`config.mk`:
```
export PLATFORM = sky130hd
export DESIGN_NAME = rds_sync_cfg
export DESIGN_NICKNAME = d
export VERILOG_FILES = /design/src/design/rds_cfg_pkg.sv /design/src/design/rds_sync_cfg.sv /design/src/design/sync_tracker.sv
export SDC_FILE = /design/constraint.sdc
export NUM_CORES = 1
export LEC_CHECK = 0
export ABC_CLOCK_PERIOD_IN_PS = 2900
export BUFFER_PORTS_ARGS = -buffer_cell sky130_fd_sc_hd__buf_2
export CORE_UTILIZATION = 47
export CTS_BUF_LIST = sky130_fd_sc_hd__clkbuf_8 sky130_fd_sc_hd__clkbuf_16
export DETAILED_ROUTE_END_ITERATION = 10
export PLACE_DENSITY_LB_ADDON = 0.05
export SYNTH_ARGS = -nofsm -noshare
export SYNTH_HDL_FRONTEND = slang
export SYNTH_SLANG_ARGS = --single-unit
```
`constraint.sdc`:
```
create_clock -name clock -period 2.9 [get_ports clock]
set_input_delay 0.29 -clock clock [delete_from_list [all_inputs] [get_ports clock]]
set_output_delay 0.29 -clock clock [all_outputs]
set_load 0.1 [all_outputs]
```
`src/design/rds_cfg_pkg.sv`:
```
package rds_cfg_pkg;
    // ****************************************
    // Timing
    // ****************************************
    localparam int CLK_NS      = 8;
    localparam int SYR_PIN_NS  = 250;
    // Filter target; a pulse just over 250 ns spans one sampled edge more than this
    localparam int SYR_PIN_CYC = SYR_PIN_NS / CLK_NS - 1;

    // ****************************************
    // Register map and layout
    // ****************************************
    localparam logic [7:0]  CTRL_ADDR = 8'h00;
    localparam logic [7:0]  STAT_ADDR = 8'h04;
    localparam logic [15:0] CTRL_RST  = 16'h4902;
    localparam int          CTRL_W    = 16;

    typedef struct packed {
        logic       standard_select;
        logic       phase_select;
        logic       phase_lock;
        logic       crystal_select;
        logic       decision_mode_high;
        logic       decision_mode_low;
        logic [2:0] correction_limit;
        logic       unsynced_write_enable;
        logic       sync_and_buffer_reset;
        logic       acquisition_method;
        logic [3:0] sync_loss_protection_setting;
    } ctrl_t;

    // Incoming block summary from the decoder datapath
    typedef struct packed {
        logic       offset_ok;
        logic [2:0] offset_code;
        logic [2:0] err_bits;
        logic       uncorrectable;
    } blk_t;

    typedef enum logic [1:0] {
        DEC_HARD   = 2'h0,
        DEC_SOFT_A = 2'h1,
        DEC_SOFT_B = 2'h2
    } decision_t;

    localparam logic [2:0] ERR_UNCORR = 3'h6;
    localparam logic [2:0] OFFSET_E   = 3'h5;
    localparam logic [2:0] LIM_MAX    = 3'h5;
    localparam int         LOSS_CRIT  = 3;

    // ****************************************
    // Decoders
    // ****************************************
    function automatic logic [4:0] loss_blocks(input logic [2:0] code);
        case (code)
            3'h0: loss_blocks = 5'h03;
            3'h1: loss_blocks = 5'h04;
            3'h2: loss_blocks = 5'h05;
            3'h3: loss_blocks = 5'h06;
            3'h4: loss_blocks = 5'h08;
            3'h5: loss_blocks = 5'h0a;
            3'h6: loss_blocks = 5'h0c;
            default: loss_blocks = 5'h10;
        endcase
    endfunction : loss_blocks

    // Illegal limits fall back to detection only
    function automatic logic [2:0] corr_limit(input logic [2:0] code);
        corr_limit = (code > LIM_MAX) ? 3'h0 : code;
    endfunction : corr_limit
endpackage : rds_cfg_pkg

```
`src/design/rds_sync_cfg.sv`:
```
// The register offsets and the AHB-Lite register port were left to the implementer.
`timescale 1ns/10ps
module rds_sync_cfg (
    // Clock and reset
    input  wire logic               clock,
    input  wire logic               rst_b,
    // AHB-Lite slave
    input  wire logic               hsel,
    input  wire logic [31:0]        haddr,
    input  wire logic [1:0]         htrans,
    input  wire logic               hwrite,
    input  wire logic [2:0]         hsize,
    input  wire logic [31:0]        hwdata,
    input  wire logic               hready,
    output logic                    hreadyout,
    output logic                    hresp,
    output logic [31:0]             hrdata,
    // Sync reset pin
    input  wire logic               sync_reset_pin,
    // Decoder block stream
    input  wire logic               blk_strobe,
    input  wire rds_cfg_pkg::blk_t  blk,
    input  wire logic               traffic_subcarrier,
    // Status towards datapath and buffer
    output logic                    synced,
    output logic                    sync_reset_active,
    output logic                    ram_write,
    output logic                    backward_replay_ff,
    output logic [1:0]              backward_blocks_ff,
    output logic                    flags_valid_ff,
    output logic [2:0]              block_error_flags_ff,
    // Applied settings
    output rds_cfg_pkg::decision_t  decision_ff,
    output logic                    soft_active_ff,
    output logic [2:0]              corr_limit_ff,
    output logic                    offset_e_enable,
    output logic                    crystal_select,
    output logic                    phase_fixed,
    output logic                    phase_zero_deg
);
    // ****************************************
    // Declarations
    // ****************************************
    rds_cfg_pkg::ctrl_t ctrl_ff;
    logic               dph_wr_ff;
    logic [7:0]         dph_addr_ff;
    logic               aph;
    logic [31:0]        stat_word;
    logic [5:0]         pin_cnt_ff;
    logic               pin_rst;
    logic               ok_eff;
    logic               blk_uncorr;
    logic [1:0]         hist;
    logic [4:0]         loss_cnt;
    logic [4:0]         loss_thr;
    logic               acquire;
    logic               replay_pend_ff;
    logic               strobe_d_ff;
    logic               auto_phase_ff;
    logic [2:0]         lim;

    assign hreadyout = 1'b1;
    assign hresp     = 1'b0;
    assign aph       = hsel && htrans[1] && hready;
    assign lim       = rds_cfg_pkg::corr_limit(ctrl_ff.correction_limit);
    assign loss_thr  = rds_cfg_pkg::loss_blocks(ctrl_ff.sync_loss_protection_setting[2:0]);

    // ****************************************
    // Bus slave
    // ****************************************
    // Zero wait states; unmapped reads give zero
    always_ff @(posedge clock) begin
        if (!rst_b) begin
            dph_wr_ff   <= 1'b0;
            dph_addr_ff <= 8'h00;
        end else begin
            dph_wr_ff   <= aph && hwrite;
            dph_addr_ff <= haddr[7:0];
        end
    end

    always_ff @(posedge clock) begin
        if (!rst_b) begin
            hrdata <= 32'h0000_0000;
        end else if (aph && !hwrite) begin
            case (haddr[7:0])
                rds_cfg_pkg::CTRL_ADDR: hrdata <= {16'h0000, ctrl_ff};
                rds_cfg_pkg::STAT_ADDR: hrdata <= stat_word;
                default:                hrdata <= 32'h0000_0000;
            endcase
        end
    end

    assign stat_word = {22'h000000, loss_cnt, phase_zero_deg, replay_pend_ff,
                        sync_reset_active, pin_rst, synced};

    // Settings register; reserved bits are never stored
    always_ff @(posedge clock) begin
        if (!rst_b) begin
            ctrl_ff <= rds_cfg_pkg::CTRL_RST;
        end else if (dph_wr_ff && dph_addr_ff == rds_cfg_pkg::CTRL_ADDR) begin
            ctrl_ff <= hwdata[rds_cfg_pkg::CTRL_W-1:0];
        end
    end

    // ****************************************
    // Sync reset pin
    // ****************************************
    // Short glitches are filtered; a held pin acts like the bit
    always_ff @(posedge clock) begin
        if (!rst_b || !sync_reset_pin) begin
            pin_cnt_ff <= 6'h00;
        end else if (pin_cnt_ff != 6'(rds_cfg_pkg::SYR_PIN_CYC)) begin
            pin_cnt_ff <= pin_cnt_ff + 6'h01;
        end
    end

    assign pin_rst = sync_reset_pin && pin_cnt_ff == 6'(rds_cfg_pkg::SYR_PIN_CYC);
    assign sync_reset_active = ctrl_ff.sync_and_buffer_reset || pin_rst;

    // ****************************************
    // Offset screening and sync tracking
    // ****************************************
    assign offset_e_enable = ctrl_ff.standard_select;
    assign ok_eff = blk.offset_ok &&
                    (offset_e_enable || blk.offset_code != rds_cfg_pkg::OFFSET_E);

    sync_tracker u_trk (
        .clock       (clock),
        .rst_b       (rst_b),
        .clear       (sync_reset_active),
        .acq_method  (ctrl_ff.acquisition_method),
        .loss_crit   (ctrl_ff.sync_loss_protection_setting[rds_cfg_pkg::LOSS_CRIT]),
        .loss_thr    (loss_thr),
        .strobe      (blk_strobe),
        .ok          (ok_eff),
        .uncorr      (blk_uncorr),
        .synced_ff   (synced),
        .hist_ff     (hist),
        .loss_cnt_ff (loss_cnt),
        .acquire     (acquire)
    );
    assign blk_uncorr = blk.uncorrectable || blk.err_bits > lim;

    // ****************************************
    // Buffer write and backward replay
    // ****************************************
    // A pending replay is armed while reset holds, spent on acquisition
    always_ff @(posedge clock) begin
        if (!rst_b) begin
            replay_pend_ff     <= 1'b0;
            backward_replay_ff <= 1'b0;
            backward_blocks_ff <= 2'h0;
        end else begin
            backward_replay_ff <= acquire && replay_pend_ff;
            if (sync_reset_active) begin
                replay_pend_ff <= 1'b1;
            end else if (acquire) begin
                replay_pend_ff <= 1'b0;
            end
            if (acquire) begin
                backward_blocks_ff <= ctrl_ff.acquisition_method ? 2'h1 : 2'h2;
            end
        end
    end

    always_ff @(posedge clock) begin
        if (!rst_b) begin
            strobe_d_ff <= 1'b0;
        end else begin
            strobe_d_ff <= blk_strobe && !sync_reset_active;
        end
    end

    // Judged on sync state after the block was counted
    assign ram_write = strobe_d_ff && !sync_reset_active &&
                       (synced || ctrl_ff.unsynced_write_enable);

    // ****************************************
    // Error flags and decision mode
    // ****************************************
    always_ff @(posedge clock) begin
        if (!rst_b) begin
            flags_valid_ff       <= 1'b0;
            block_error_flags_ff <= 3'h0;
        end else begin
            flags_valid_ff <= blk_strobe;
            if (blk_strobe) begin
                if (blk_uncorr) begin
                    block_error_flags_ff <= rds_cfg_pkg::ERR_UNCORR;
                end else begin
                    block_error_flags_ff <= blk.err_bits;
                end
            end
        end
    end

    // Illegal decision code falls back to hard decision
    always_ff @(posedge clock) begin
        if (!rst_b) begin
            decision_ff    <= rds_cfg_pkg::DEC_SOFT_B;
            soft_active_ff <= 1'b1;
            corr_limit_ff  <= 3'h0;
        end else begin
            corr_limit_ff <= lim;
            case ({ctrl_ff.decision_mode_high, ctrl_ff.decision_mode_low})
                2'h1: decision_ff <= rds_cfg_pkg::DEC_SOFT_A;
                2'h2: decision_ff <= rds_cfg_pkg::DEC_SOFT_B;
                default: decision_ff <= rds_cfg_pkg::DEC_HARD;
            endcase
            soft_active_ff <= ctrl_ff.decision_mode_high ^ ctrl_ff.decision_mode_low;
        end
    end

    // ****************************************
    // Crystal and demodulation phase
    // ****************************************
    assign crystal_select = ctrl_ff.crystal_select;
    assign phase_fixed    = ctrl_ff.phase_lock;

    always_ff @(posedge clock) begin
        if (!rst_b) begin
            auto_phase_ff <= 1'b1;
        end else if (sync_reset_active) begin
            auto_phase_ff <= ctrl_ff.phase_select;
        end else begin
            auto_phase_ff <= traffic_subcarrier;
        end
    end

    // Host should lock the phase when subcarrier presence is known
    assign phase_zero_deg = ctrl_ff.phase_lock ? ctrl_ff.phase_select : auto_phase_ff;
endmodule : rds_sync_cfg

```
`src/design/sync_tracker.sv`:
```
`timescale 1ns/10ps
module sync_tracker (
    // Clock and reset
    input  wire logic       clock,
    input  wire logic       rst_b,
    // Control
    input  wire logic       clear,
    input  wire logic       acq_method,
    input  wire logic       loss_crit,
    input  wire logic [4:0] loss_thr,
    // Block stream
    input  wire logic       strobe,
    input  wire logic       ok,
    input  wire logic       uncorr,
    // State
    output logic            synced_ff,
    output logic [1:0]      hist_ff,
    output logic [4:0]      loss_cnt_ff,
    output logic            acquire
);
    typedef enum logic {HUNT, LOCKED} trk_t;
    trk_t       state_ff;
    logic       miss;
    logic [4:0] nxt_cnt;

    assign miss    = loss_crit ? uncorr : !ok;
    assign nxt_cnt = loss_cnt_ff + 5'h01;
    assign acquire = strobe && !clear && state_ff == HUNT && ok &&
                     (acq_method ? hist_ff[0] : |hist_ff);
    assign synced_ff = (state_ff == LOCKED);

    // ****************************************
    // Offset history
    // ****************************************
    always_ff @(posedge clock) begin
        if (!rst_b || clear) begin
            hist_ff <= 2'h0;
        end else if (strobe) begin
            hist_ff <= {hist_ff[0], ok};
        end
    end

    // ****************************************
    // Acquire and lose
    // ****************************************
    always_ff @(posedge clock) begin
        if (!rst_b || clear) begin
            state_ff    <= HUNT;
            loss_cnt_ff <= 5'h00;
        end else begin
            case (state_ff)
                HUNT: begin
                    loss_cnt_ff <= 5'h00;
                    if (acquire) begin
                        state_ff <= LOCKED;
                    end
                end
                LOCKED: begin
                    if (strobe && miss) begin
                        if (nxt_cnt >= loss_thr) begin
                            state_ff    <= HUNT;
                            loss_cnt_ff <= 5'h00;
                        end else begin
                            loss_cnt_ff <= nxt_cnt;
                        end
                    end else if (strobe) begin
                        loss_cnt_ff <= 5'h00;
                    end
                end
                default: state_ff <= HUNT;
            endcase
        end
    end
endmodule : sync_tracker

```
; ---- Word-level counts from Yosys, hierarchy flattened
; Index checks and enable logic that the tools add are counted.
[word_totals]
out_inout_bits = 54
inputBits = 85
register_bits = 87
[classes]
reduce_logical = 31
eq_ne = 13
addsub = 2
order_cmp = 3
bitwise_logic = 2
n_mux = 20
[op_table]
columns = op, n
row1 = $pmux 5 s7, 1
row2 = $pmux 16 s2, 1
row3 = $logic_not 8->1, 2
row4 = $logic_and 1x1->1, 15
row5 = $mux 5, 3
row6 = $pmux 5 s2, 1
row7 = $eq 3x3->1 const B, 3
row8 = $mux 1, 9
row9 = $eq 8x3->1 const B, 1
row10 = $add 6x1->6 const B, 1
row11 = $eq 3x2->1 const B, 2
row12 = $eq 6x5->1 const B, 1
row13 = $logic_or 1x1->1, 6
row14 = $mux 3, 2
row15 = $ne 3x3->1 const B, 2
row16 = $ne 6x5->1 const B, 1
row17 = $add 5x1->5 const B, 1
row18 = $ge 5x5->1, 1
row19 = $logic_not 1->1, 5
row20 = $pmux 2 s2, 1
row21 = $eq 3x1->1 const B, 1
row22 = $gt 3x3->1, 1
row23 = $gt 3x3->1 const B, 1
row24 = $logic_not 3->1, 1
row25 = other kinds (8), 8

; ---- Longest topological paths before layout
[depth]
ltp_word = 10
mapped_depth = 9
mapped_depth_nobuf = 9

; ---- Hierarchy
; A second synthesis with hierarchy kept.
[hier_totals]
cells_unflattened = 337
hier_area_um2 = 3198.1
[modules_own_cells]
columns = mod, cells_each, seq_area_each_um2, n_inst, area_each_um2
row1 = rds_sync_cfg, 274, 1261.2, 1, 2645.0
row2 = sync_tracker, 63, 160.2, 1, 553.0

; ---- Least setup slack after synthesis
; Ideal clock, no wire load.
[synth_timing]
path_kind = reg-to-output
start = register pin_cnt_ff[0]
end = output ram_write
path_slack_ns = 0.001
stages_incl_launch_ff = 7
arrival_ns = 2.609
required_time_ns = 2.610
path_buffers = 0
cell_sequence = dfxtp_1 -> inv_1 -> ha_1 -> and3_1 -> a21oi_2 -> inv_2 -> nor2_1
[synth_via]
elab_chain_cells = 6
[synth_lines]
columns = item, line_no
row1 = "start, declared", rds_sync_cfg.sv:49  ; logic [5:0] pin_cnt_ff;
row2 = "start signal, assigned", rds_sync_cfg.sv:114  ; pin_cnt_ff <= pin_cnt_ff + 6'h01;
row3 = $eq 6x5->1, rds_sync_cfg.sv:118  ; assign pin_rst = sync_reset_pin && pin_cnt_ff == 6'(rds_cfg_pkg::SYR_PIN_CYC);
row4 = $logic_and 1x1->1, rds_sync_cfg.sv:118
row5 = $logic_or 1x1->1, rds_sync_cfg.sv:119  ; assign sync_reset_active = ctrl_ff.sync_and_buffer_reset || pin_rst;
row6 = named net sync_reset_active, rds_sync_cfg.sv:26  ; output logic sync_reset_active,
row7 = $logic_not 1->1, rds_sync_cfg.sv:176  ; assign ram_write = strobe_d_ff && !sync_reset_active &&
row8 = $logic_and 1x1->1 (2 in a row), rds_sync_cfg.sv:176
row9 = "end, declared", rds_sync_cfg.sv:27  ; output logic ram_write,
; The timed path passes the listed nets, and every way through them passes these cells.

; ---- Worst setup path after layout
[layout_timing]
start = register pin_cnt_ff[0]
end = output ram_write
[layout_via]
elab_chain_cells = 6
[layout_lines]
columns = item, line_no
row1 = $eq 6x5->1, rds_sync_cfg.sv:118
row2 = $logic_and 1x1->1, rds_sync_cfg.sv:118
row3 = $logic_or 1x1->1, rds_sync_cfg.sv:119
row4 = $logic_not 1->1, rds_sync_cfg.sv:176
row5 = $logic_and 1x1->1 (2 in a row), rds_sync_cfg.sv:176
; Every way passes these cells.

==> results.cfg <==
[logic_synthesis]
synth_area_per_cell_um2 = 9.33
ys_top_cells_by_area = dfxtp_1, mux2i_1, ha_1
ys_async_sr_fraction_pct = 0
yosysTopAreaCellShare_pct = 45.2
synthSimpleGateAreaFrac_pct = 20.2
yosysWarnings = 0
synth-xor-area-share_pct = 1.95
synth_edf_count = 0
synthAdderAreaFrac_pct = 5.17
ys_seq_area_share_pct = 45.2
postSynthCellCount = 337
synth_top_family_by_area = simple AND/OR/NAND/NOR gates
synth.area.mux_share_pct = 6.40
synth-seq-cells = 71
synth_top_area_cell = dfxtp_1
synth-main-ff-cell = dfxtp_1
syn_area_um2 = 3150
synth_compound_area_share_pct = 13.2
synth.distinct_cells = 46

[placed_design]
io_buffer_count = 76
place_congestion = 0.834
dp_hpwl_mm = 4.89
post-place-ws_ps = 516

[run_status]
violations = design-rule violations
outcome = finished with violations

[clock_network]
clock_path_buffers = 2
cts-root-buf = clkbuf_8
clock-sinks = 71
cts_hold_buf = 0
h-tree-depth = 3
path_clk_slew_ps = 70
clk_latency_ps = 330
cts_resized = 0
tritoncts = done
cts-buffers-inserted = 9
cts_setup_buffers = 0

[sta]
fin_crit_sh_pct = 83.9
fin_setup_tns_ps = 0
setup_violations = 0
slew_headroom_pct = 48.6
fmax_ghz = 0.411
tightest_slew_ps = 766
finalHoldViolations = 0
worst_slack_ps = 468
min_period_ps = 2430
rsz0062_at_grt = no
slew_violations = 0
clock_skew_ps = 6.46

[grt]
grt.overflow.total = 0
grt_pass1_vias = 2349
grt_max_degree = 38
grt_pass1_wl_mm = 11.1
antenna_found_initial = 0
grtUsageTotal_pct = 20.1

[final_layout]
syn_to_final_growth_pct = 17.6
seqCellArea_um2 = 1420
nFillCells = 595
diodes = 0
drive_gt1_share_pct = 27.4
multiInputGateArea_um2 = 1540
nets = 509
final_cell_mix = buf_2, dfxtp_1, nor2_1
mostFrequentLayoutCell = buf_2

[die]
die_y_um = 83.8
coreArea_um2 = 6420
die_w_um = 83.8
start_util_pct = 49.0
die-area_um2 = 7020
ios = 139
rows = 29

[routing]
routed-via-count = 2572
viasPerCell = 5.22
drc = 11
post_drt_wl_per_cell_um = 14.0
wirelength_mm = 6.89
ant_nets = 0
initialDrtViolationCount = 135
detail_route.first_pass.iterations = 7

[critical_path]
path_cells = inv_1 -> ha_1 -> and3_1 -> a21oi_2 -> inv_2 -> nor2_1 -> buf_2
rr_worst_depth = 9
startpoint_type = register
cp_num_buf_inv = 3
cpPeakStageDelay_ps = 430
crit_cells = 7
crit_path_end_kind = output port
worst_path_dominant_cell_family = buffers and inverters
worst-path-max-fanout = 9
critPathSlowestCell = buf_2
critPathRequiredTime_ps = 2610
critical_path_class = register to output port
arrival_ps = 2140

[hold_path]
min_path_type = input pin to register
hold_depth = 3

[power_and_ir_drop]
p_per_area_nw_per_um2 = 548
p_leak_nw = 1.73
ir_drop_mv = 0.265

[flow_run]
maxCapViolCount = 0
-- synthesized netlist by cell type (2+ instances only) --
cell,instances
a22oi_1,12
nor3_1,7
nand2_1,31
inv_1,10
and2_1,10
nand2b_1,4
a21oi_2,5
and3_1,2
clkbuf_1,8
o221a_2,3
o21ai_0,5
nand3_1,16
a211oi_1,3
xor2_1,3
mux2i_1,19
dfxtp_1,71
nor2_1,33
inv_2,2
a21oi_1,20
conb_1,2
nor4_1,2
buf_4,19
o211ai_1,2
xnor2_1,4
a22oi_2,4
nor2b_1,6
ha_1,13
buf_1,2
or3_1,2
-- metrics by stage --
| stage | power, mW | hold WS [ps] | instance area (um^2) | utilization (%) | std cells |
|---|---|---|---|---|---|
| final | 2.03 | 162 | 3700 | 57.6 | 493 |
| after global routing | 2.10 | 181 | 3700 | 57.6 | 493 |
| after CTS | 2.04 | 157 | 3700 | 57.6 | 493 |
| after detailed placement | 1.27 | 451 | 3500 | 54.5 | 477 |
| after global placement | 1.27 | 446 | 3500 | 54.5 | 477 |
| after floorplan | 1.24 | 412 | 3210 | - | 353 |
-- kinds of logic (layout without fill, tap and decap cells) --
kind of cell | Yosys count | count (layout)
DFF | 71 | 71
muxes | 20 | 20
and+or+nand+nor | 123 | 123
xor gates and xnor gates | 7 | 7
buffers and inverters | 43 | 106
adders and majority gates | 13 | 13
AOI/OAI and AO/OA | 58 | 58
other | 2 | 18
-- report_power, final --
part / internal (mW) / total (mW) / switching (mW) / leakage [nW]
Combinational: 0.0464 / 0.253 / 0.206 / 1.05
Clock: 0.416 / 0.775 / 0.360 / 0.0981
Sequential: 0.991 / 0.998 / 0.00796 / 0.577
Total: 1.45 / 2.03 / 0.574 / 1.73
-- layer usage --
| metal | GRT usage [%] | wire [um] | share of wire [%] |
|---|---|---|---|
| met4 | 9.25 | 144 | 2.1 |
| met2 | 31.7 | 3080 | 45 |
| met5 | 0 | 0 | 0 |
| met1 | 26.8 | 3380 | 49 |
| met3 | 3.36 | 285 | 4.1 |
-- state kept, by name, indices dropped and copies added, names as in the netlist --
name                  cells
phase_fixed               1
soft_active_ff            1
u_trk.hist_ff             2
auto_phase_ff             1
u_trk.loss_cnt_ff         5
offset_e_enable           1
pin_cnt_ff                6
crystal_select            1
hrdata                   16
backward_replay_ff        1
corr_limit_ff             3
dph_addr_ff               8
ctrl_ff                  13
flags_valid_ff            1
backward_blocks_ff        2
dph_wr_ff                 1
decision_ff               2
u_trk.synced_ff           1
strobe_d_ff               1
replay_pend_ff            1
block_error_flags_ff      3
-- path summary, 6_finish.rpt --
kind         slack, ps                    to            startpoint
min                160            ctrl_ff[8]             hwdata[8]
min reg2reg        460    backward_replay_ff        replay_pend_ff
max reg2reg        480  u_trk.loss_cnt_ff[4]  u_trk.loss_cnt_ff[0]
max                470             ram_write         pin_cnt_ff[0]
-- final cells by class --
class	instances	area share [%]
Sequential cell	71	38.4
Inverter	12	1.22
Tap cell	77	2.60
Timing Repair Buffer	78	10.7
Clock buffer	10	3.72
Multi-Input combinational cell	239	41.7
Clock inverter	6	1.62
-- worst register-to-register path: stages (launching register included) --
cell and delay [ps]:
dfxtp_1 370, ha_1 250, nor2b_1 140, or2_2 290
ha_1 320, a211oi_1 250, o221a_2 240, and2_1 220
nand3_1 100, a21oi_1 170
Power figures use the tool's default switching activity.
